--- src/hdl/mtp_pkg.sv ---
// constants and carrier types for the touch limit and pattern detect block
package mtp_pkg;
  localparam int SENSE_N = 8;
  localparam int DELTA_W = 8;
  localparam int THR_W = 7;
  localparam int ADDR_W = 8;
  localparam int DATA_W = 8;

  // register offsets
  localparam logic [7:0] OFF_TOUCH_LIMIT_CONFIG = 8'h2A;
  localparam logic [7:0] OFF_PATTERN_DETECT_CONFIG = 8'h2B;
  localparam logic [7:0] OFF_PATTERN_INPUT_MASK = 8'h2D;
  localparam logic [7:0] OFF_EVENT_STATUS = 8'h40;
  localparam logic [7:0] OFF_EVENT_MASK = 8'h41;
  localparam logic [7:0] OFF_IRQ_CONTROL = 8'h42;

  // reset values
  localparam logic [7:0] RST_TOUCH_LIMIT_CONFIG = 8'h80;
  localparam logic [7:0] RST_PATTERN_DETECT_CONFIG = 8'h00;
  localparam logic [7:0] RST_PATTERN_INPUT_MASK = 8'hFF;
  localparam logic [7:0] RST_EVENT_MASK = 8'h03;

  // touch_limit_config fields
  localparam int TLC_ENABLE_BIT = 7;
  localparam int TLC_COUNT_LSB = 2;
  localparam logic [7:0] TLC_WMASK = 8'h8C;

  // pattern_detect_config fields
  localparam int PDC_ENABLE_BIT = 7;
  localparam int PDC_LEVEL_LSB = 2;
  localparam int PDC_MODE_BIT = 1;
  localparam int PDC_IRQ_EN_BIT = 0;
  localparam logic [7:0] PDC_WMASK = 8'h8F;

  // event status / mask bits
  localparam int EVT_LIMIT_BIT = 0;
  localparam int EVT_PATTERN_BIT = 1;
  localparam logic [7:0] EVT_WMASK = 8'h03;

  // irq_control bits
  localparam int IRC_IRQ_FLAG_BIT = 0;
  localparam int IRC_PATTERN_FLAG_BIT = 1;
  localparam int IRC_LIMIT_FLAG_BIT = 2;
  localparam int IRC_PATTERN_ACTIVE_BIT = 3;

  // pattern level in eighths of the touch threshold
  localparam logic [3:0] EIGHTHS_L0 = 4'h1;
  localparam logic [3:0] EIGHTHS_L1 = 4'h2;
  localparam logic [3:0] EIGHTHS_L2 = 4'h3;
  localparam logic [3:0] EIGHTHS_L3 = 4'h8;
  localparam int EIGHTHS_SHIFT = 3;

  // results of one polling cycle
  typedef struct packed {
    logic [SENSE_N-1:0] touch;
    logic [SENSE_N-1:0] noise;
    logic [SENSE_N*DELTA_W-1:0] delta;
  } mtp_poll_t;

  // threshold sources for the pattern level
  typedef struct packed {
    logic standby;
    logic [THR_W-1:0] standby_thr;
    logic [SENSE_N*THR_W-1:0] touch_thr;
  } mtp_thr_t;
endpackage : mtp_pkg

--- src/hdl/mtp_touch_pattern.sv ---
// touch limit blocking and multiple touch pattern detection
//
// Contract
// limit disabled: every detected touch reported, nothing blocked.
// limit on (reset 80h): report up to limit, block rest, hold to release.
// after a release, refill reported set in scan order input 1 to 8.
// limit count field bits 3-2: 00 one, 01 two, 10 three, 11 four.
// more touches than limit sets touch_limit_flag while extras are blocked.
// pattern judged only while pattern_detect_enable bit 7 set; resets off.
// level select bits 3-2: 12.5, 25, 37.5 or 100 percent of threshold.
// per-input threshold scaled when active, standby threshold in standby.
// count mode: qualifying inputs at least popcount of mask raises event.
// pattern mode: every masked input must qualify to raise event.
// pattern condition judged on one polling cycle only, no accumulation.
// pattern event blocks all touches while condition persists, then resumes.
// event flag sticky; zero to irq_flag clears once condition gone.
// flag set on every event; interrupt only when pattern_irq_enable set.
// mask bit n-1 selects input n; mask resets to FFh.
// pattern threshold in integer eighths, truncated, no divider.
//
// Implementation choice: the plain strobed port.
`timescale 1ns/1ns
module mtp_touch_pattern (
  // clock and reset
  input wire logic sys_clk_i,
  input wire logic rst_n_i,
  // register port
  input wire logic [mtp_pkg::ADDR_W-1:0] reg_addr_i,
  input wire logic [mtp_pkg::DATA_W-1:0] reg_wdata_i,
  input wire logic reg_wr_i,
  input wire logic reg_rd_i,
  output logic [mtp_pkg::DATA_W-1:0] reg_rdata_o,
  // polling results and thresholds
  input wire logic poll_valid_i,
  input wire mtp_pkg::mtp_poll_t poll_i,
  input wire mtp_pkg::mtp_thr_t thr_i,
  // results
  output logic [mtp_pkg::SENSE_N-1:0] touch_report_o,
  output logic touch_limit_flag_o,
  output logic pattern_event_flag_o,
  output logic pattern_active_o,
  output logic irq_n_o
);
  import mtp_pkg::*;

  function automatic logic [3:0] popcount(input logic [SENSE_N-1:0] v);
    logic [3:0] c;
    c = 4'h0;
    for (int i = 0; i < SENSE_N; i++) begin
      c = c + {3'h0, v[i]};
    end
    return c;
  endfunction : popcount

  function automatic logic [DELTA_W-1:0] scale_thr(
    input logic [THR_W-1:0] thr,
    input logic [1:0] sel
  );
    logic [3:0] e;
    logic [THR_W+3:0] p;
    case (sel)
      2'h0: e = EIGHTHS_L0;
      2'h1: e = EIGHTHS_L1;
      2'h2: e = EIGHTHS_L2;
      default: e = EIGHTHS_L3;
    endcase
    p = {4'h0, thr} * {{THR_W{1'b0}}, e};
    return DELTA_W'(p >> EIGHTHS_SHIFT);
  endfunction : scale_thr

  // register state
  logic [7:0] touch_limit_config;
  logic [7:0] pattern_detect_config;
  logic [7:0] pattern_input_mask;
  logic [7:0] event_status;
  logic [7:0] event_mask;
  logic pattern_event_flag;
  logic touch_limit_flag;
  logic pattern_active;
  logic [SENSE_N-1:0] touch_report;
  logic [DATA_W-1:0] rdata;
  logic irq;

  logic [7:0] next_touch_limit_config;
  logic [7:0] next_pattern_detect_config;
  logic [7:0] next_pattern_input_mask;
  logic [7:0] next_event_status;
  logic [7:0] next_event_mask;
  logic next_pattern_event_flag;
  logic next_touch_limit_flag;
  logic next_pattern_active;
  logic [SENSE_N-1:0] next_touch_report;
  logic [DATA_W-1:0] next_rdata;

  // decoded controls
  logic limit_en;
  logic [3:0] limit_n;
  logic pat_en;
  logic pat_mode;
  logic pat_irq_en;
  logic [1:0] pat_level;

  // per-poll evaluation
  logic [SENSE_N-1:0] qualify;
  logic pat_cond;
  logic [SENSE_N-1:0] keep;
  logic [SENSE_N-1:0] pick;
  logic [3:0] taken;
  logic over_limit;
  logic pat_hit;
  logic wr_stat;
  logic wr_ctrl;

  assign limit_en = touch_limit_config[TLC_ENABLE_BIT];
  assign limit_n = {2'h0, touch_limit_config[TLC_COUNT_LSB +: 2]} + 4'h1;
  assign pat_en = pattern_detect_config[PDC_ENABLE_BIT];
  assign pat_mode = pattern_detect_config[PDC_MODE_BIT];
  assign pat_irq_en = pattern_detect_config[PDC_IRQ_EN_BIT];
  assign pat_level = pattern_detect_config[PDC_LEVEL_LSB +: 2];
  assign wr_stat = reg_wr_i && (reg_addr_i == OFF_EVENT_STATUS);
  assign wr_ctrl = reg_wr_i && (reg_addr_i == OFF_IRQ_CONTROL);
  assign pat_hit = poll_valid_i && pat_en && pat_cond;

  // qualifying inputs and pattern condition for the current poll
  always_comb begin
    logic [THR_W-1:0] base;
    logic [DELTA_W-1:0] lvl;
    base = '0;
    lvl = '0;
    for (int i = 0; i < SENSE_N; i++) begin
      // standby uses the single standby threshold
      base = thr_i.standby ? thr_i.standby_thr
                           : thr_i.touch_thr[i*THR_W +: THR_W];
      lvl = scale_thr(base, pat_level);
      qualify[i] = (poll_i.delta[i*DELTA_W +: DELTA_W] > lvl) ||
                   poll_i.noise[i];
    end
    if (pat_mode) begin
      // bit n-1 of the mask names input n
      pat_cond = ((qualify & pattern_input_mask) ==
                  pattern_input_mask);
    end else begin
      pat_cond = (popcount(qualify) >=
                  popcount(pattern_input_mask));
    end
  end

  // touch limit selection in scan order
  always_comb begin
    keep = touch_report & poll_i.touch;
    pick = '0;
    taken = 4'h0;
    // a lowered limit or a report left by the unlimited mode is
    // trimmed here at the next poll, lowest inputs stay, so the limit holds from that poll on
    for (int i = 0; i < SENSE_N; i++) begin
      if (keep[i] && (taken < limit_n)) begin
        pick[i] = 1'b1;
        taken = taken + 4'h1;
      end
    end
    for (int i = 0; i < SENSE_N; i++) begin
      if (poll_i.touch[i] && !pick[i] && (taken < limit_n)) begin
        pick[i] = 1'b1;
        taken = taken + 4'h1;
      end
    end
    over_limit = popcount(poll_i.touch) > limit_n;
  end

  // host configuration registers
  always_comb begin
    next_touch_limit_config = touch_limit_config;
    next_pattern_detect_config = pattern_detect_config;
    next_pattern_input_mask = pattern_input_mask;
    next_event_mask = event_mask;
    if (reg_wr_i) begin
      case (reg_addr_i)
        OFF_TOUCH_LIMIT_CONFIG: begin
          // reserved bits kept zero so readback stays clean
          next_touch_limit_config = reg_wdata_i & TLC_WMASK;
        end
        OFF_PATTERN_DETECT_CONFIG: begin
          next_pattern_detect_config = reg_wdata_i & PDC_WMASK;
        end
        OFF_PATTERN_INPUT_MASK: begin
          next_pattern_input_mask = reg_wdata_i;
        end
        OFF_EVENT_MASK: begin
          next_event_mask = reg_wdata_i & EVT_WMASK;
        end
        default: begin
          // status and control writes act on the flag group
        end
      endcase
    end
  end

  always_ff @(posedge sys_clk_i) begin
    if (!rst_n_i) begin
      touch_limit_config <= RST_TOUCH_LIMIT_CONFIG;
      pattern_detect_config <= RST_PATTERN_DETECT_CONFIG;
      pattern_input_mask <= RST_PATTERN_INPUT_MASK;
      event_mask <= RST_EVENT_MASK;
    end else begin
      touch_limit_config <= next_touch_limit_config;
      pattern_detect_config <= next_pattern_detect_config;
      pattern_input_mask <= next_pattern_input_mask;
      event_mask <= next_event_mask;
    end
  end

  // reported touches and per-poll level flags
  always_comb begin
    next_touch_report = touch_report;
    next_touch_limit_flag = touch_limit_flag;
    next_pattern_active = pattern_active;
    if (poll_valid_i) begin
      // judged on this poll alone, nothing carried over
      next_pattern_active = pat_en && pat_cond;
      if (pat_hit) begin
        // pattern blocking overrides the limit logic
        next_touch_report = '0;
        next_touch_limit_flag = 1'b0;
      end else if (!limit_en) begin
        next_touch_report = poll_i.touch;
        next_touch_limit_flag = 1'b0;
      end else begin
        next_touch_report = pick;
        next_touch_limit_flag = over_limit;
      end
    end
  end

  always_ff @(posedge sys_clk_i) begin
    if (!rst_n_i) begin
      touch_report <= '0;
      touch_limit_flag <= 1'b0;
      pattern_active <= 1'b0;
    end else begin
      touch_report <= next_touch_report;
      touch_limit_flag <= next_touch_limit_flag;
      pattern_active <= next_pattern_active;
    end
  end

  // sticky event status and pattern flag
  always_comb begin
    next_event_status = event_status;
    next_pattern_event_flag = pattern_event_flag;
    // write one clears; a same-cycle set below wins
    if (wr_stat) begin
      next_event_status = event_status & ~reg_wdata_i;
    end
    // zero to irq_flag clears only once the condition is gone
    if (wr_ctrl && !reg_wdata_i[IRC_IRQ_FLAG_BIT] && !pattern_active) begin
      next_pattern_event_flag = 1'b0;
    end
    // set on every qualifying poll, not only on the first one
    if (pat_hit) begin
      next_pattern_event_flag = 1'b1;
      next_event_status[EVT_PATTERN_BIT] = 1'b1;
    end
    if (poll_valid_i && !pat_hit && limit_en && over_limit) begin
      next_event_status[EVT_LIMIT_BIT] = 1'b1;
    end
  end

  always_ff @(posedge sys_clk_i) begin
    if (!rst_n_i) begin
      event_status <= 8'h00;
      pattern_event_flag <= 1'b0;
    end else begin
      event_status <= next_event_status;
      pattern_event_flag <= next_pattern_event_flag;
    end
  end

  // read data stands for one cycle only, zero otherwise
  always_comb begin
    next_rdata = '0;
    if (reg_rd_i) begin
      case (reg_addr_i)
        OFF_TOUCH_LIMIT_CONFIG: begin
          next_rdata = touch_limit_config;
        end
        OFF_PATTERN_DETECT_CONFIG: begin
          next_rdata = pattern_detect_config;
        end
        OFF_PATTERN_INPUT_MASK: begin
          next_rdata = pattern_input_mask;
        end
        OFF_EVENT_STATUS: begin
          next_rdata = event_status;
        end
        OFF_EVENT_MASK: begin
          next_rdata = event_mask;
        end
        OFF_IRQ_CONTROL: begin
          next_rdata[IRC_IRQ_FLAG_BIT] = irq;
          next_rdata[IRC_PATTERN_FLAG_BIT] = pattern_event_flag;
          next_rdata[IRC_LIMIT_FLAG_BIT] = touch_limit_flag;
          next_rdata[IRC_PATTERN_ACTIVE_BIT] = pattern_active;
        end
        default: begin
          // unmapped reads return zero
          next_rdata = '0;
        end
      endcase
    end
  end

  always_ff @(posedge sys_clk_i) begin
    if (!rst_n_i) begin
      rdata <= '0;
    end else begin
      rdata <= next_rdata;
    end
  end

  // pattern status always latches; it reaches the pin only if enabled
  assign irq = (event_status[EVT_LIMIT_BIT] & event_mask[EVT_LIMIT_BIT]) |
               (event_status[EVT_PATTERN_BIT] &
                event_mask[EVT_PATTERN_BIT] & pat_irq_en);

  assign irq_n_o = ~irq;
  assign reg_rdata_o = rdata;
  assign touch_report_o = touch_report;
  assign touch_limit_flag_o = touch_limit_flag;
  assign pattern_event_flag_o = pattern_event_flag;
  assign pattern_active_o = pattern_active;
endmodule : mtp_touch_pattern

--- config.mk ---
export PLATFORM = sky130hd
export DESIGN_NAME = mtp_touch_pattern
export DESIGN_NICKNAME = d
export VERILOG_FILES = /design/src/hdl/mtp_pkg.sv /design/src/hdl/mtp_touch_pattern.sv
export SDC_FILE = /design/constraint.sdc
export NUM_CORES = 1
export LEC_CHECK = 0
export BUFFER_PORTS_ARGS = -buffer_cell sky130_fd_sc_hd__clkbuf_2
export CAP_MARGIN = 20
export CORE_MARGIN = 2
export CORE_UTILIZATION = 40
export CTS_CLUSTER_SIZE = 25
export DETAILED_ROUTE_END_ITERATION = 10
export PLACE_DENSITY = 0.59
export SYNTH_ARGS = -nofsm -noshare
export SYNTH_HDL_FRONTEND = slang
export SYNTH_SLANG_ARGS = --single-unit
--- constraint.sdc ---
create_clock -name sys_clk_i -period 25.9 [get_ports sys_clk_i]
set_input_delay 5.18 -clock sys_clk_i [delete_from_list [all_inputs] [get_ports sys_clk_i]]
set_output_delay 5.18 -clock sys_clk_i [all_outputs]
set_load 0.005 [all_outputs]
# Word level (Yosys, flattened, before mapping)
# Index checks and enable logic that the tools add are counted.
dict set report totals {
  elab_cells 214
  out_inout_bits 20
  reg_bits 45
}
dict set report op_classes {
  mux 52
  n_lt_le_gt_ge 26
  reduce_logical 62
  bitwise_logic 9
  eq_ne 9
  add_sub_neg 36
  n_mul 8
}
# op count
set op_table {}
lappend op_table {{$mul A7 B4 Y11} 8}
lappend op_table {{$gt A8 B8 Y1} 8}
lappend op_table {{$lt A4 B3 Y1} 15}
lappend op_table {{$add A4 B1 Y4 const B} 14}
lappend op_table {{$mux W4} 14}
lappend op_table {{$mux W7} 8}
lappend op_table {{$add A4 B1 Y4} 12}
lappend op_table {{$logic_and A1 B1 Y1} 34}
lappend op_table {{$and A8 B8 Y8} 3}
lappend op_table {{$eq A8 B6 Y1 const B} 3}
lappend op_table {{$eq A8 B7 Y1 const B} 3}
lappend op_table {{$mux W1} 24}
lappend op_table {{$pmux W4 S6} 1}
lappend op_table {{$mux W8} 2}
lappend op_table {{$pmux W4 S4} 1}
lappend op_table {{$add A3 B1 Y4} 3}
lappend op_table {{$pmux W4 S3} 1}
lappend op_table {{$logic_not A1 Y1} 11}
lappend op_table {{$reduce_and A2 Y1} 5}
lappend op_table {{$add A2 B1 Y3} 3}
lappend op_table {{$eq A8 B8 Y1} 1}
lappend op_table {{$logic_or A1 B1 Y1} 8}
lappend op_table {{$not A8 Y8} 1}
lappend op_table {{$add A1 B1 Y2} 3}
lappend op_table {{other kinds (12)} 16}

# Longest topological paths before layout
# Gate-level depths: netlist of the first run.
dict set report depth {
  depth_word 51
  ltp_mapped 110
  ltp_nobuf 106
}

# Least setup slack after synthesis of the first run
# OpenSTA, ideal clock, no wires.
dict set report synth_timing {
  path_kind {input to register}
  start {input poll_i[72] (netlist bit)}
  end {register touch_report[7] (netlist: touch_report_o[7])}
  n_path_buf 2
  t_arrival_ns 25.851
  cell_stages 103
  slack_ns -0.029
  path_cell_list {a21oi_1 > o31ai_1 > or2_2 > ha_1 > buf_4 > nor2_1 > o311a_1 > buf_6 > mux2i_1 > ha_1 > inv_1 > a211oi_2 > o21a_1 > mux2_2 > ha_1 > nor2_1 > nand3_1 > mux2i_1 > [67 not listed] > a21oi_1 > xnor2_1 > inv_1 > ha_1 > a211oi_1 > nand2_1 > nor4_1 > a31o_1 > a31o_2 > nand2_1 > mux2_1 > ha_1 > a21o_1 > nand2_1 > nand4b_1 > a211oi_1 > o22ai_1 > nor3_1}
}
dict set report synth_via {
  elab_chain_len 50
  word_cells_on_any_way 88
}
# element line_no
set synth_lines {}
lappend synth_lines {{start: declaration} mtp_touch_pattern.sv:35} ;# input wire mtp_pkg::mtp_poll_t poll_i,
lappend synth_lines {{$and A8 B8 Y8} mtp_touch_pattern.sv:150} ;# keep = touch_report & poll_i.touch;
lappend synth_lines {{$logic_and A1 B1 Y1} mtp_touch_pattern.sv:156} ;# if (keep[i] && (taken < limit_n)) begin
lappend synth_lines {{$mux W1} mtp_touch_pattern.sv:156}
lappend synth_lines {{$lt A4 B3 Y1} mtp_touch_pattern.sv:156}
lappend synth_lines {{$logic_and A1 B1 Y1} mtp_touch_pattern.sv:156}
lappend synth_lines {{$mux W4} mtp_touch_pattern.sv:156}
lappend synth_lines {{$lt A4 B3 Y1} mtp_touch_pattern.sv:156}
lappend synth_lines {{$logic_and A1 B1 Y1} mtp_touch_pattern.sv:156}
lappend synth_lines {{[34 not listed]} n/a}
lappend synth_lines {{$lt A4 B3 Y1} mtp_touch_pattern.sv:162} ;# if (poll_i.touch[i] && !pick[i] && (taken < limit_n)) begin
lappend synth_lines {{$logic_and A1 B1 Y1} mtp_touch_pattern.sv:162}
lappend synth_lines {{$mux W4} mtp_touch_pattern.sv:162}
lappend synth_lines {{$lt A4 B3 Y1} mtp_touch_pattern.sv:162}
lappend synth_lines {{$logic_and A1 B1 Y1} mtp_touch_pattern.sv:162}
lappend synth_lines {{$mux W1 *} mtp_touch_pattern.sv:162}
lappend synth_lines {{$mux W8 *} mtp_touch_pattern.sv:224} ;# end else if (!limit_en) begin
lappend synth_lines {{$mux W8 *} mtp_touch_pattern.sv:220} ;# if (pat_hit) begin
lappend synth_lines {{end signal: assignment} mtp_touch_pattern.sv:240} ;# touch_report <= next_touch_report;
lappend synth_lines {{end: declaration} mtp_touch_pattern.sv:80} ;# logic [SENSE_N-1:0] touch_report;
# Every way passes the cells marked *; elsewhere a longest branch is shown, timed or not.
# A chain may end at the register's enable or synchronous reset.

# Worst setup path in the final report of the first run
# Ends and elaborated chain as after synthesis.

==> summary by stage, run 1 <==
Floorplanning
The area of the core region is 30,600 um^2. The initial standard-cell utilization of the core is 40.7%. The cell row count is 64.

The die is 180 um wide. Pin placement for this block handled 185 I/O pins. The height of the die is 180 um.

The die area is 32,500 um^2.

Placed design
The pre-CTS worst setup slack is -692 ps. The placed instances occupy a cell area of 14,000 um^2. At the end of routability-driven placement, the weighted congestion stood at 0.907. During placement, the flow inserted port buffers numbering 184. The detailed placement HPWL is 30,000 um.

Outcome
The flow ran to the end, and the final reports show no timing, DRC or antenna violations.

Clock tree
The later pin in the worst-skew pair is clocked with a latency of 300 ps. After clock tree synthesis, the clock-pin slew on the worst setup and hold paths is 70 ps. The count of hold buffers inserted by post-cts repair is 0. The clock tree from TritonCTS is yes. The number of buffers added by the clock tree synthesis step is 5. The root cell of the clock tree is sky130_fd_sc_hd__clkbuf_16. The level count of the clock H-tree is 2.

In this run the deepest clock path goes through 2 buffers. The number of sinks driven by the clock tree is 45.

Timing
The slew at the pin closest to its max-slew limit is 916 ps. On the final layout, the worst hold slack is 435 ps. The headroom to the max-slew limit is 38.9%. The final max-slew violation count came to 0. The number of endpoints failing setup at the final stage is 0. Dividing the final minimum period by the clock period gives 96.8%. The clock skew after layout is 7.97 ps.

The post-layout worst setup margin is 821 ps. Static timing analysis puts the maximum clock frequency at 0.0399 GHz. The final count of hold timing violations is 0. The post-layout minimum cycle time is 25,080 ps.

Worst setup path
In this run the critical register-to-register path is launched from touch_limit_config[2]$_SDFFE_PN0P_. The worst-path maximum fanout is 7. The arrival time of the worst setup path is 25,290 ps.

The worst setup path is captured at a flip-flop. Setup slack on the worst reg-to-reg path comes out at 4630 ps. The slowest stage cell on the critical path is sky130_fd_sc_hd__or4_4. The combined buffer and inverter count along the critical path is 13. The setup path with the least slack is of type input port to flip-flop.

The cell with the most instances on the worst path is sky130_fd_sc_hd__ha_1. STA classifies the critical path startpoint as an input port. The required arrival time at the worst endpoint is 26,110 ps. The worst flop-to-flop path endpoint is touch_report_o[7]$_SDFFE_PN0P_. The largest delay contributor family on the critical path is compound AO/OA/AOI/OAI gates.

The largest single stage delay on the critical path is 530 ps. Measured in cells, the most critical reg-to-reg path has a length of 104.

Hold path
The startpoint identified for the worst hold timing path is event_status[3]$_SDFFE_PN0P_. The number of cells on the worst hold path is 2. For hold timing, the worst endpoint is event_status[3]$_SDFFE_PN0P_. The worst hold path belongs to the class flip-flop to flip-flop.

Synth
The post-synthesis average cell area is 7.57 um^2. The register area share after synthesis is 7.24%. The count of cell types in the netlist is 102. The post-synthesis net count is 2,104. The mapped netlist covers 12,400 um^2. The number of synthesized flops with an enable pin is 0. After synthesis, the share of flip-flops with an asynchronous set or reset is 0%. The synthesized design contains 45 register bits.

The Yosys step of the flow raised 0 warnings. The most used flip-flop cell after synthesis is sky130_fd_sc_hd__dfxtp_1. Synthesis produced 1,642 cells.

Power
Power spread over the standard cell area amounts to 133 nW/um^2. The worst-case IR drop observed on VDD is 0.000244 V. In this run the static leakage power is 7.57 nW. The total power draw is 1.97 mW.

Route
After detailed routing, the number of remaining DRC violations is 0. For this run, the detailed router's first-pass iteration total came to 5. The count of nets left with antenna violations once routing finished came out at 0. The post-detailed-route via-to-cell ratio is 5.46. The detailed router's first-iteration violation count is 757. The average routed wire per standard cell is 16.2 um. The routed design has 36,700 um of wire.

The total number of vias is 12,400.

Layout
Leaving out fill and tap cells, the most frequent cell in the layout is sky130_fd_sc_hd__ha_1. The fraction of layout instances using a drive strength above 1 is 19.9%. The library cells used most frequently in the layout, excluding fill and tap cells, are sky130_fd_sc_hd__ha_1, sky130_fd_sc_hd__inv_1, sky130_fd_sc_hd__clkbuf_2. The fraction of the core area covered by cells at the end of the flow is 48.3%.

The final-stage net count is 2,328. Once layout is done, the placed cells without fillers occupy 14,800 um^2. Compared with the post-synthesis result, the final layout area differs by 18.8%.

Global route
For this run the aggregate overflow at the end of global routing stands at 0. Entering global routing, the biggest net connects 59 pins. The number of global-route vias before repair is 12,000. The initial antenna violation count was 6.

The first-pass GRT wire length is 59,200 um. The total routing usage reported by global routing is 21.7%.

Run
Across the run, the number of max-cap violations was 0.
-- worst register-to-register path: cells and delay by family, from the launching register on --
| kind | cells | cell delay [ps] |
|---|---|---|
| and+or+nand+nor | 26 | 5200 |
| buffers and inverters | 14 | 1890 |
| AOI/OAI and AO/OA | 37 | 7280 |
| DFF | 1 | 310 |
| adders and majority gates | 15 | 3600 |
| muxes | 5 | 1590 |
| xor gates and xnor gates | 7 | 1310 |
-- cell usage after synthesis (6+ instances only) --
| cell type | n | area (um^2) |
|---|---|---|
| sky130_fd_sc_hd__mux2i_1 | 12 | 120 |
| sky130_fd_sc_hd__a21oi_1 | 142 | 711 |
| sky130_fd_sc_hd__mux2_2 | 9 | 101 |
| sky130_fd_sc_hd__o211ai_1 | 15 | 113 |
| sky130_fd_sc_hd__o21ai_0 | 77 | 385 |
| sky130_fd_sc_hd__a211oi_1 | 11 | 82.6 |
| sky130_fd_sc_hd__nand2b_1 | 62 | 388 |
| sky130_fd_sc_hd__o22ai_1 | 6 | 37.5 |
| sky130_fd_sc_hd__and3_1 | 6 | 37.5 |
| sky130_fd_sc_hd__clkbuf_1 | 44 | 165 |
| sky130_fd_sc_hd__xnor2_1 | 16 | 140 |
| sky130_fd_sc_hd__a21boi_0 | 18 | 135 |
| sky130_fd_sc_hd__nor2b_1 | 111 | 694 |
| sky130_fd_sc_hd__or2_2 | 6 | 37.5 |
| sky130_fd_sc_hd__nor4_1 | 8 | 50.1 |
| sky130_fd_sc_hd__fa_1 | 44 | 881 |
| sky130_fd_sc_hd__a31oi_1 | 7 | 43.8 |
| sky130_fd_sc_hd__ha_1 | 253 | 3170 |
| sky130_fd_sc_hd__a21o_1 | 36 | 270 |
| sky130_fd_sc_hd__a211o_1 | 6 | 52.6 |
| sky130_fd_sc_hd__nand4_1 | 8 | 50.1 |
| sky130_fd_sc_hd__nor2_1 | 76 | 285 |
| sky130_fd_sc_hd__or3_1 | 24 | 150 |
| sky130_fd_sc_hd__and2_1 | 22 | 138 |
| sky130_fd_sc_hd__o21ai_1 | 6 | 30.0 |
| sky130_fd_sc_hd__xor2_1 | 22 | 193 |
| sky130_fd_sc_hd__nand2_1 | 107 | 402 |
| sky130_fd_sc_hd__a41oi_1 | 10 | 87.6 |
| sky130_fd_sc_hd__o211a_1 | 6 | 60.1 |
| sky130_fd_sc_hd__nand3_1 | 56 | 280 |
| sky130_fd_sc_hd__o21a_1 | 12 | 90.1 |
| sky130_fd_sc_hd__inv_1 | 216 | 811 |
| sky130_fd_sc_hd__nand3b_1 | 6 | 45.0 |
| sky130_fd_sc_hd__nor3_1 | 19 | 95.1 |
| sky130_fd_sc_hd__dfxtp_1 | 45 | 901 |
-- worst max path at each step --
stage | startpoint | endpoint | slack [ps] | depth (start not counted)
2_1_floorplan | poll_i[72] | touch_report_o[7]$_SDFFE_PN0P_ | 80 | 102
3_3_place_gp | poll_i[72] | touch_report_o[7]$_SDFFE_PN0P_ | 280 | 103
3_5_place_dp | poll_i[72] | touch_report_o[7]$_SDFFE_PN0P_ | -690 | 104
4_1_cts | poll_i[72] | touch_report_o[7]$_SDFFE_PN0P_ | 20 | 104
5_1_grt | poll_i[72] | touch_report_o[7]$_SDFFE_PN0P_ | -200 | 102
6_report | poll_i[72] | touch_report_o[7]$_SDFFE_PN0P_ | 820 | 103
-- logic make-up (layout without fill, tap and decap cells) --
group	after synthesis	after routing	synth area share, %
buffers and inverters	269	494	8.21
multiplexers	23	23	1.96
adder cells (fa/ha/maj)	297	297	32.5
AND/OR/NAND/NOR	541	541	23.6
XOR/XNOR	45	45	4.00
other	0	6	0
flip-flops	45	45	7.24
AO/OA/AOI/OAI	422	422	22.4
-- stage by stage --
stage	TNS, ps	cells
floorplan	0	1642
global placement	0	2218
detailed placement	-692	2218
CTS	0	2241
global route	-204	2264
finish	0	2269
-- where the power goes --
group	switching (mW)	total, mW	internal [mW]
registers	0.00680	0.0817	0.0749
logic	0.942	1.81	0.868
clock network	0.0312	0.0775	0.0463
total	0.980	1.97	0.990
-- state kept, by name, indices dropped and copies added, names as in the netlist, 2 cells and up --
register               cells
event_status               8
pattern_input_mask         8
reg_rdata_o                8
touch_report_o             8
pattern_detect_config      5
touch_limit_config         3
event_mask                 2
-- layout make-up --
| cell class | instances | area, um^2 |
|---|---|---|
| fill | 3065 | 15800 |
| multi-input combinational | 1328 | 10800 |
| inverter | 219 | 822 |
| antenna | 6 | 15.0 |
| timing repair buffer | 267 | 1560 |
| clock inverter | 3 | 48.8 |
| clock buffer | 5 | 125 |
| tap | 396 | 495 |
| sequential | 45 | 901 |
-- per-layer routing --
layer / track usage [%] / vias to the layer above / part of all wire [%]
met5: 0 / - / 0
met3: 3.54 / 71 / 6.8
met1: 30.7 / 5676 / 47
met2: 34.5 / 429 / 43
li1: - / 6211 / -
met4: 5.13 / 0 / 2.4
-- repair_timing --
| action | 4_1_cts | 5_1_grt |
|---|---|---|
| buffers inserted | 15 | 22 |
| hold endpoints to repair | 0 | 0 |
| gates resized for setup | 7 | 55 |
| gates cloned | 0 | 0 |
| endpoints found under the setup margin | 1 | 2 |
| pin swaps | 2 | 29 |
Note: power is estimated with default switching activity, not from simulation.
==> run 2, diff against run 1 <==
--- a/config.mk
+++ b/config.mk
@@ -11,7 +11,7 @@
 export CORE_UTILIZATION = 40
 export CTS_CLUSTER_SIZE = 25
 export DETAILED_ROUTE_END_ITERATION = 10
-export PLACE_DENSITY = 0.59
+export PLACE_DENSITY = 0.56
 export SYNTH_ARGS = -nofsm -noshare
 export SYNTH_HDL_FRONTEND = slang
 export SYNTH_SLANG_ARGS = --single-unit
==> constraint.sdc (replaced) <==
create_clock -name sys_clk_i -period 26.4 [get_ports sys_clk_i]
set_input_delay 5.28 -clock sys_clk_i [delete_from_list [all_inputs] [get_ports sys_clk_i]]
set_output_delay 5.28 -clock sys_clk_i [all_outputs]
set_load 0.005 [all_outputs]
==> run 2 against run 1 <==
- cell area fell by 1.5%
- register-to-register slack improved by 270 ps
- non-clock buffer count fell by 25
- die area did not move
- combinational power fell by 7%
- largest cell class unchanged
- largest power group unchanged
==> summary by stage, run 2 (synthesis gave the netlist of run 1 again) <==
Outcome
The run finished with clean final reports.

Worst setup path
Data on the critical path arrives at its endpoint at 25,610 ps. The worst-path maximum fanout is 8. The kind of critical path is input port to flip-flop. The endpoint identified for the worst register-to-register timing path is touch_report_o[7]$_SDFFE_PN0P_.

The required arrival time at the worst endpoint is 26,610 ps. The beginning of the worst register-to-register path is touch_limit_config[2]$_SDFFE_PN0P_. Among the stages of the critical path, the cell type that occurs most often is sky130_fd_sc_hd__ha_1.

The number of cells on the worst reg-to-reg path is 101. The kind of cell with the highest combined delay along the critical path is compound AO/OA/AOI/OAI gates. The peak per-stage delay on the critical path is 550 ps. The combined buffer and inverter count along the critical path is 10. The startpoint kind of the worst setup timing path is an input port. The largest individual stage delay along the critical path comes from the cell sky130_fd_sc_hd__or4_4.

In this run the register-to-register setup slack is 4900 ps. The element type at the critical path end is a flip-flop.

Clock tree
For the worst-skew pair, the clock arrives at the later sink with an insertion delay of 290 ps. The number of buffers added by the clock tree synthesis step is 5. The maximum clock insertion buffer count is 2.

The clock tree from TritonCTS is yes. The root cell of the clock tree is sky130_fd_sc_hd__clkbuf_16. The level count of the clock H-tree is 2. The number of sinks driven by the clock tree is 45. The clock-pin slew on the worst setup and hold paths is 70 ps. The count of hold buffers inserted by post-cts repair is 0.

Layout
The number of filler instances in the final layout is 3,105. The post-layout instance count excluding filler cells is 2,240. The area of combinational cells with multiple inputs is 10,800 um^2.

The post-route cell area is 14,500 um^2. The top cell types in the final layout, fill and taps aside, are sky130_fd_sc_hd__ha_1, sky130_fd_sc_hd__inv_1, sky130_fd_sc_hd__clkbuf_2. The area growth from synthesis to layout is 17.0%.

The fraction of layout instances using a drive strength above 1 is 18.7%. The combined flip-flop and latch cell area is 901 um^2. In the final design database the tool counted 2,303 nets. The commonest non-fill, non-tap cell in the layout is sky130_fd_sc_hd__ha_1.

Route
The number of iterations in the first detailed-routing pass is 5. The total wire length after detailed routing is 36,900 um. The detailed router's first-iteration violation count is 489. Using the TritonRoute via totals, the vias-per-cell ratio works out to 5.49. The total number of vias is 12,300. After detailed routing, the average wire length per cell comes to 16.5 um.

The detailed-route DRC error count is 0. Once detail routing completed, the nets flagged for antenna violations numbered 0.

Global route
The total overflow left after global routing is 0. Entering global routing, the biggest net connects 59 pins. The initial antenna violation count is 7. The first-pass GRT wire length is 59,700 um.

In the global route stage, overall resource usage came out at 22.1%. The number of global-route vias before repair is 11,900.

Timing
The headroom to the max-slew limit is 34.1%. Across the routed clock network, the largest skew measured is 6.70 ps. Across all hold checks on the routed design, the worst slack comes to 436 ps. The final max-slew violation count is 0. The post-layout minimum cycle time is 25,400 ps. Setup violations remaining at the end of the flow were counted as 0. The highest clock frequency the design can meet is 0.0394 GHz. After routing, the total negative slack on setup checks comes to 0 ps. The final count of hold timing violations is 0. The slew at the pin closest to its max-slew limit is 988 ps.

Of the available clock period, the critical path in the final layout requires 96.2%.

Floorplanning
The cell row count is 64. The width of the chip is 180 um. The core region is 30,600 um^2. The number of top-level pins is 185. The die covers 32,500 um^2. The initial standard-cell utilization of the core is 40.7%. From bottom edge to top edge, the die measures 180 um.

Placed design
The HPWL after detailed placement is 30,300 um. The number of I/O port buffers is 184. The placed instances occupy a cell area of 13,900 um^2. The final weighted congestion in routability-driven placement is 0.915.

Once placement completed, the tool counted placed cells totaling 2,204.

Power
For this design the static power due to leakage is 7.45 nW. The power density of the placed cells is 127 nW/um^2. The largest vdd supply drop is 0.000226 V.

Hold path
For hold timing, the worst endpoint is event_status[3]$_SDFFE_PN0P_. The worst min-delay path class is flip-flop to flip-flop. The worst hold path was traced through 2 stages.

The start point of the worst min-delay path is event_status[3]$_SDFFE_PN0P_.

Run
The number of max-capacitance violations reported is 0.
[run 2: changes by cell type in the layout (fill, tap and decap cells not counted), moves of 2 or more]
cell                      delta
sky130_fd_sc_hd__buf_4      -24
sky130_fd_sc_hd__diode_2     -4
sky130_fd_sc_hd__inv_1       +2
sky130_fd_sc_hd__inv_2       -2
sky130_fd_sc_hd__mux2_2      +2
sky130_fd_sc_hd__mux2_4      -2
sky130_fd_sc_hd__nor3_2      -2
sky130_fd_sc_hd__nor3_4      +2
sky130_fd_sc_hd__xnor2_1     +2
sky130_fd_sc_hd__xnor2_2     -2
[run 2: routing by layer]
| layer | global-route usage (%) | routed length (um) |
|---|---|---|
| met3 | 3.38 | 2020 |
| met4 | 4.23 | 544 |
| met5 | 0 | 71 |
| met1 | 30.7 | 17700 |
| met2 | 36.3 | 16500 |
[run 2: worst reg2reg max path: cells and delay by family, from the launching register on]
kind | cells | cell delay (ps)
flops | 1 | 310
fa+ha+maj | 15 | 3920
mux | 8 | 2390
compound gates | 33 | 6550
xor+xnor | 5 | 960
buf+inv | 11 | 1540
simple gates | 29 | 5780
[run 2: through the flow]
step | power [mW] | setup WS, ps | util [%]
3_5_place_dp | 1.48 | -430 | 45.4
4_1_cts | 1.58 | 25.8 | 46.0
5_1_grt | 2.05 | -255 | 47.5
2_1_floorplan | 1.18 | 371 | -
3_3_place_gp | 1.47 | 316 | 45.4
6_report | 1.85 | 1000 | 47.6
[run 2: repair_timing]
item,in CTS,in global routing
pin swaps,0,26
endpoints found under the setup margin,1,2
resized for setup,4,52
setup buffers,0,26
[run 2: worst max path at each step]
| stage | startpoint | to | slack (ps) | depth (start not counted) |
|---|---|---|---|---|
| 2_1_floorplan | poll_i[72] | touch_report_o[7]$_SDFFE_PN0P_ | 370 | 103 |
| 3_3_place_gp | poll_i[72] | touch_report_o[7]$_SDFFE_PN0P_ | 320 | 105 |
| 3_5_place_dp | poll_i[72] | touch_report_o[7]$_SDFFE_PN0P_ | -430 | 105 |
| 4_1_cts | poll_i[72] | touch_report_o[7]$_SDFFE_PN0P_ | 30 | 105 |
| 5_1_grt | poll_i[72] | touch_report_o[7]$_SDFFE_PN0P_ | -260 | 103 |
| 6_report | poll_i[72] | touch_report_o[7]$_SDFFE_PN0P_ | 1000 | 100 |
[run 2: cell type report]
type | count | area share, %
clock buffers | 5 | 0.860
clock inverters | 3 | 0.335
flip-flops and latches | 45 | 6.19
inverters | 219 | 5.65
diodes | 2 | 0.0344
multi-input cells | 1328 | 74.2
well taps | 396 | 3.41
repair buffers | 242 | 9.32
[run 2: report_power, final]
group,internal [mW],switching [mW],leakage (nW)
Combinational,0.798,0.895,7.01
Sequential,0.0735,0.00607,0.364
Clock,0.0454,0.0297,0.0820
Total,0.917,0.930,7.45
==> run 3, diff against run 2 <==
==> config.mk (replaced) <==
export PLATFORM = sky130hd
export DESIGN_NAME = mtp_touch_pattern
export DESIGN_NICKNAME = d
export VERILOG_FILES = /design/src/hdl/mtp_pkg.sv /design/src/hdl/mtp_touch_pattern.sv
export SDC_FILE = /design/constraint.sdc
export NUM_CORES = 1
export LEC_CHECK = 0
export CAP_MARGIN = 20
export CORE_UTILIZATION = 40
export CTS_CLUSTER_SIZE = 25
export DETAILED_ROUTE_END_ITERATION = 10
export DONT_BUFFER_PORTS = 1
export PLACE_DENSITY = 0.53
export SYNTH_ARGS = -nofsm -noshare
export SYNTH_HDL_FRONTEND = slang
export SYNTH_SLANG_ARGS = --single-unit
==> constraint.sdc (replaced) <==
create_clock -name sys_clk_i -period 20.7 [get_ports sys_clk_i]
set_input_delay 4.14 -clock sys_clk_i [delete_from_list [all_inputs] [get_ports sys_clk_i]]
set_output_delay 4.14 -clock sys_clk_i [all_outputs]
set_load 0.005 [all_outputs]
==> run 3 against run 2 <==
- the run now ends with negative setup slack left
- hold slack worse by 5.1 ps
- via count is 0.46% higher
- clock-buffer cell count stayed put
- largest power group unchanged
- cell count is 2.5% higher
- clock skew is 1.1 ps lower
- first-iteration DRC count is 25% higher
- cell area is 8.9% higher
==> summary by stage, run 3 (synthesis gave the netlist of run 1 again) <==
Outcome
The flow ran to the end, but the final reports show violations. The final reports fail on negative setup slack.

Route
The first routing iteration left 611 violations. The count of antenna-violating nets left after detailed routing is 0. Dividing the detail-routed via count by the number of cells gives 5.38. The first detailed-routing pass ran for 5 iterations. For this block, the via count after detailed routing is 12,400. In the final routed layout, each cell accounts on average for 16.8 um. The detailed-route DRC error count is 0.

After detailed routing, the total wire length is 38,500 um.

Power
The analysis attributes to net switching a power of 1.43 mW. Net switching is 41.8% of the power. Summing internal, switching and leakage power gives 3.43 mW. The proportion of power drawn by flip-flops and latches is 3.0%. The reported leakage power is 7.93 nW. Power spread over the standard cell area amounts to 216 nW/um^2. The largest vdd supply drop is 0.000336 V. The clock share of power is 2.3%. The combinational fraction of design power is 94.7%. Internal power comes to 2.00 mW.

Worst setup path
The worst-path maximum fanout is 5. The cell with the most instances on the worst path is sky130_fd_sc_hd__ha_4. The number of cells on the worst reg-to-reg path is 102.

The arrival time of the worst setup path is 22,850 ps. STA classifies the critical path startpoint as an input port. The slack of the worst reg-to-reg path is 990 ps.

The required arrival time at the worst endpoint is 20,910 ps. The slowest stage cell on the critical path is sky130_fd_sc_hd__or4_4. The peak per-stage delay on the critical path is 510 ps. The setup path with the least slack is of type input port to flip-flop. The beginning of the worst register-to-register path is touch_limit_config[2]$_SDFFE_PN0P_.

The worst setup path is captured at a flip-flop. The worst flop-to-flop path endpoint is touch_report_o[7]$_SDFFE_PN0P_.

Floorplanning
The die area is 31,800 um^2. The width of the chip is 178 um. The height of the die is 178 um. The initial utilization of the core area, before any placement, comes to 40.7%. The floorplan step defined a core boundary enclosing 30,600 um^2. The initialized floorplan defines 64 standard-cell rows. In this run the count of I/O pins placed on the die edge is 185.

Global route
Global routing used 24.3% of the available tracks across all layers. The total grt overflow is 0. The initial antenna violation count is 2. The largest net degree at the start of global routing is 59. The first global-routing pass estimated 61,900 um of wire.

The number of global-route vias before repair is 12,500.

Hold path
The worst hold path begins at event_status[3]$_SDFFE_PN0P_. The capture endpoint of the worst hold path is event_status[3]$_SDFFE_PN0P_. The worst hold path was traced through 2 stages. The min-delay analysis places its worst path in the category flip-flop to flip-flop.

Layout
The final-stage net count is 2,361. The synthesis-to-layout area growth is 27.4%. The post-route cell area is 15,800 um^2. At the end of the flow the core is filled with cells to 51.8%. The commonest non-fill, non-tap cell in the layout is sky130_fd_sc_hd__buf_4. In the layout the commonest cells are sky130_fd_sc_hd__buf_4, sky130_fd_sc_hd__ha_1, sky130_fd_sc_hd__inv_1. The number of filler instances in the final layout is 2,988. In the final layout, the share of cells above drive strength 1 is 23.9%.

Run
The number of max-capacitance violations reported is 0.

Clock tree
In this run the deepest clock path goes through 2 buffers. The clock latency on the worst-skew pair is 290 ps. Buffers inserted during clock tree synthesis total 5. The root cell of the clock tree is sky130_fd_sc_hd__clkbuf_16. The clock net in this run drives a total of 45 sinks. The clock tree from TritonCTS is yes. The H-tree generated during clock tree synthesis spans 2 levels. The clock-pin slew on the worst setup and hold paths is 60 ps. The count of hold buffers inserted by post-cts repair is 0.

Timing
The final max-slew violation count is 0. Hold is met by 431 ps. Setup repair after global routing could not meet its margin everywhere.

For the pin with the worst max-slew slack, the measured transition is 936 ps. Subtracting the final worst setup slack from the clock period gives 22,640 ps. The final count of hold timing violations is 0.

Clock skew on the completed layout was measured at 5.61 ps. The number of endpoints failing setup at the final stage is 2. For this run, the top clock speed supported by timing is 0.0442 GHz.

In the finished design, the share of the clock period the worst path needs comes to 109%. The worst pin sits at a relative slew slack of 37.6%. Summed over all failing endpoints, the final setup total negative slack is -2950 ps.

In the post-route analysis, the smallest setup slack over all paths is -1940 ps.

Placed design
The area after detailed placement is 14,800 um^2. The number of I/O port buffers is 0. Summed over all nets, the half-perimeter wirelength after detailed placement is 31,500 um. The final weighted congestion in routability-driven placement is 0.846.
==> run 3: repair_timing <==
| action | 4_1_cts | 5_1_grt |
|---|---|---|
| gates resized for setup | 38 | 29 |
| pin swaps | 66 | 29 |
| endpoints found under the setup margin | 3 | 3 |
| hold endpoints to repair | 0 | 0 |
| setup buffers | 66 | 19 |
==> run 3: metrics by stage <==
stage	setup slack (ps)	std cells
after detailed placement	-2790	2205
after global routing	-2910	2297
after global placement	-2180	2205
after CTS	-1750	2278
final	-1940	2297
after floorplan	-2870	1642
==> run 3: worst max-delay path: cells and delay by family <==
kind                     cells  cell delay (ps)
AO/OA/AOI/OAI               36             6230
XOR/XNOR                     4              600
adder cells (fa/ha/maj)     14             2980
buffers and inverters        9              830
multiplexers                 7             1930
AND/OR/NAND/NOR             31             6150
==> run 3: worst max path at each step <==
stage | endpoint | from | cells after the start | slack [ps]
final | touch_report_o[7]$_SDFFE_PN0P_ | poll_i[72] | 101 | -1940
after global routing | touch_report_o[7]$_SDFFE_PN0P_ | poll_i[72] | 101 | -2910
after CTS | touch_report_o[7]$_SDFFE_PN0P_ | poll_i[72] | 98 | -1750
after detailed placement | touch_report_o[7]$_SDFFE_PN0P_ | poll_i[72] | 103 | -2790
after global placement | touch_report_o[7]$_SDFFE_PN0P_ | poll_i[72] | 101 | -2180
after floorplan | touch_report_o[7]$_SDFFE_PN0P_ | poll_i[72] | 99 | -2870
==> run 3: power groups by stage <==
stage | Combinational [mW] | Clock [mW] | Sequential (mW)
5_1_grt | 3.56 | 0.0858 | 0.103
4_1_cts | 3.00 | 0.0814 | 0.103
2_1_floorplan | 1.68 | 0 | 0.101
6_report | 3.25 | 0.0804 | 0.103
3_5_place_dp | 2.81 | 0 | 0.104
3_3_place_gp | 2.78 | 0 | 0.104
==> run 3: layer usage <==
layer / global-route usage (%) / up-vias / share of wire, %
li1: - / 6259 / -
met1: 31.4 / 5827 / 47
met2: 43.0 / 220 / 48
met3: 2.62 / 43 / 3.5
met4: 5.65 / 2 / 1.9
met5: 0 / - / 0.034
==> run 3: final cells by class <==
type	count	area, um^2	share of cell area [%]
well taps	396	495	3.13
flip-flops and latches	45	901	5.69
clock buffers	5	125	0.790
inverters	219	827	5.22
multi-input cells	1328	11200	70.6
repair buffers	300	2280	14.4
clock inverters	3	25.0	0.158
diodes	1	2.50	0.0158
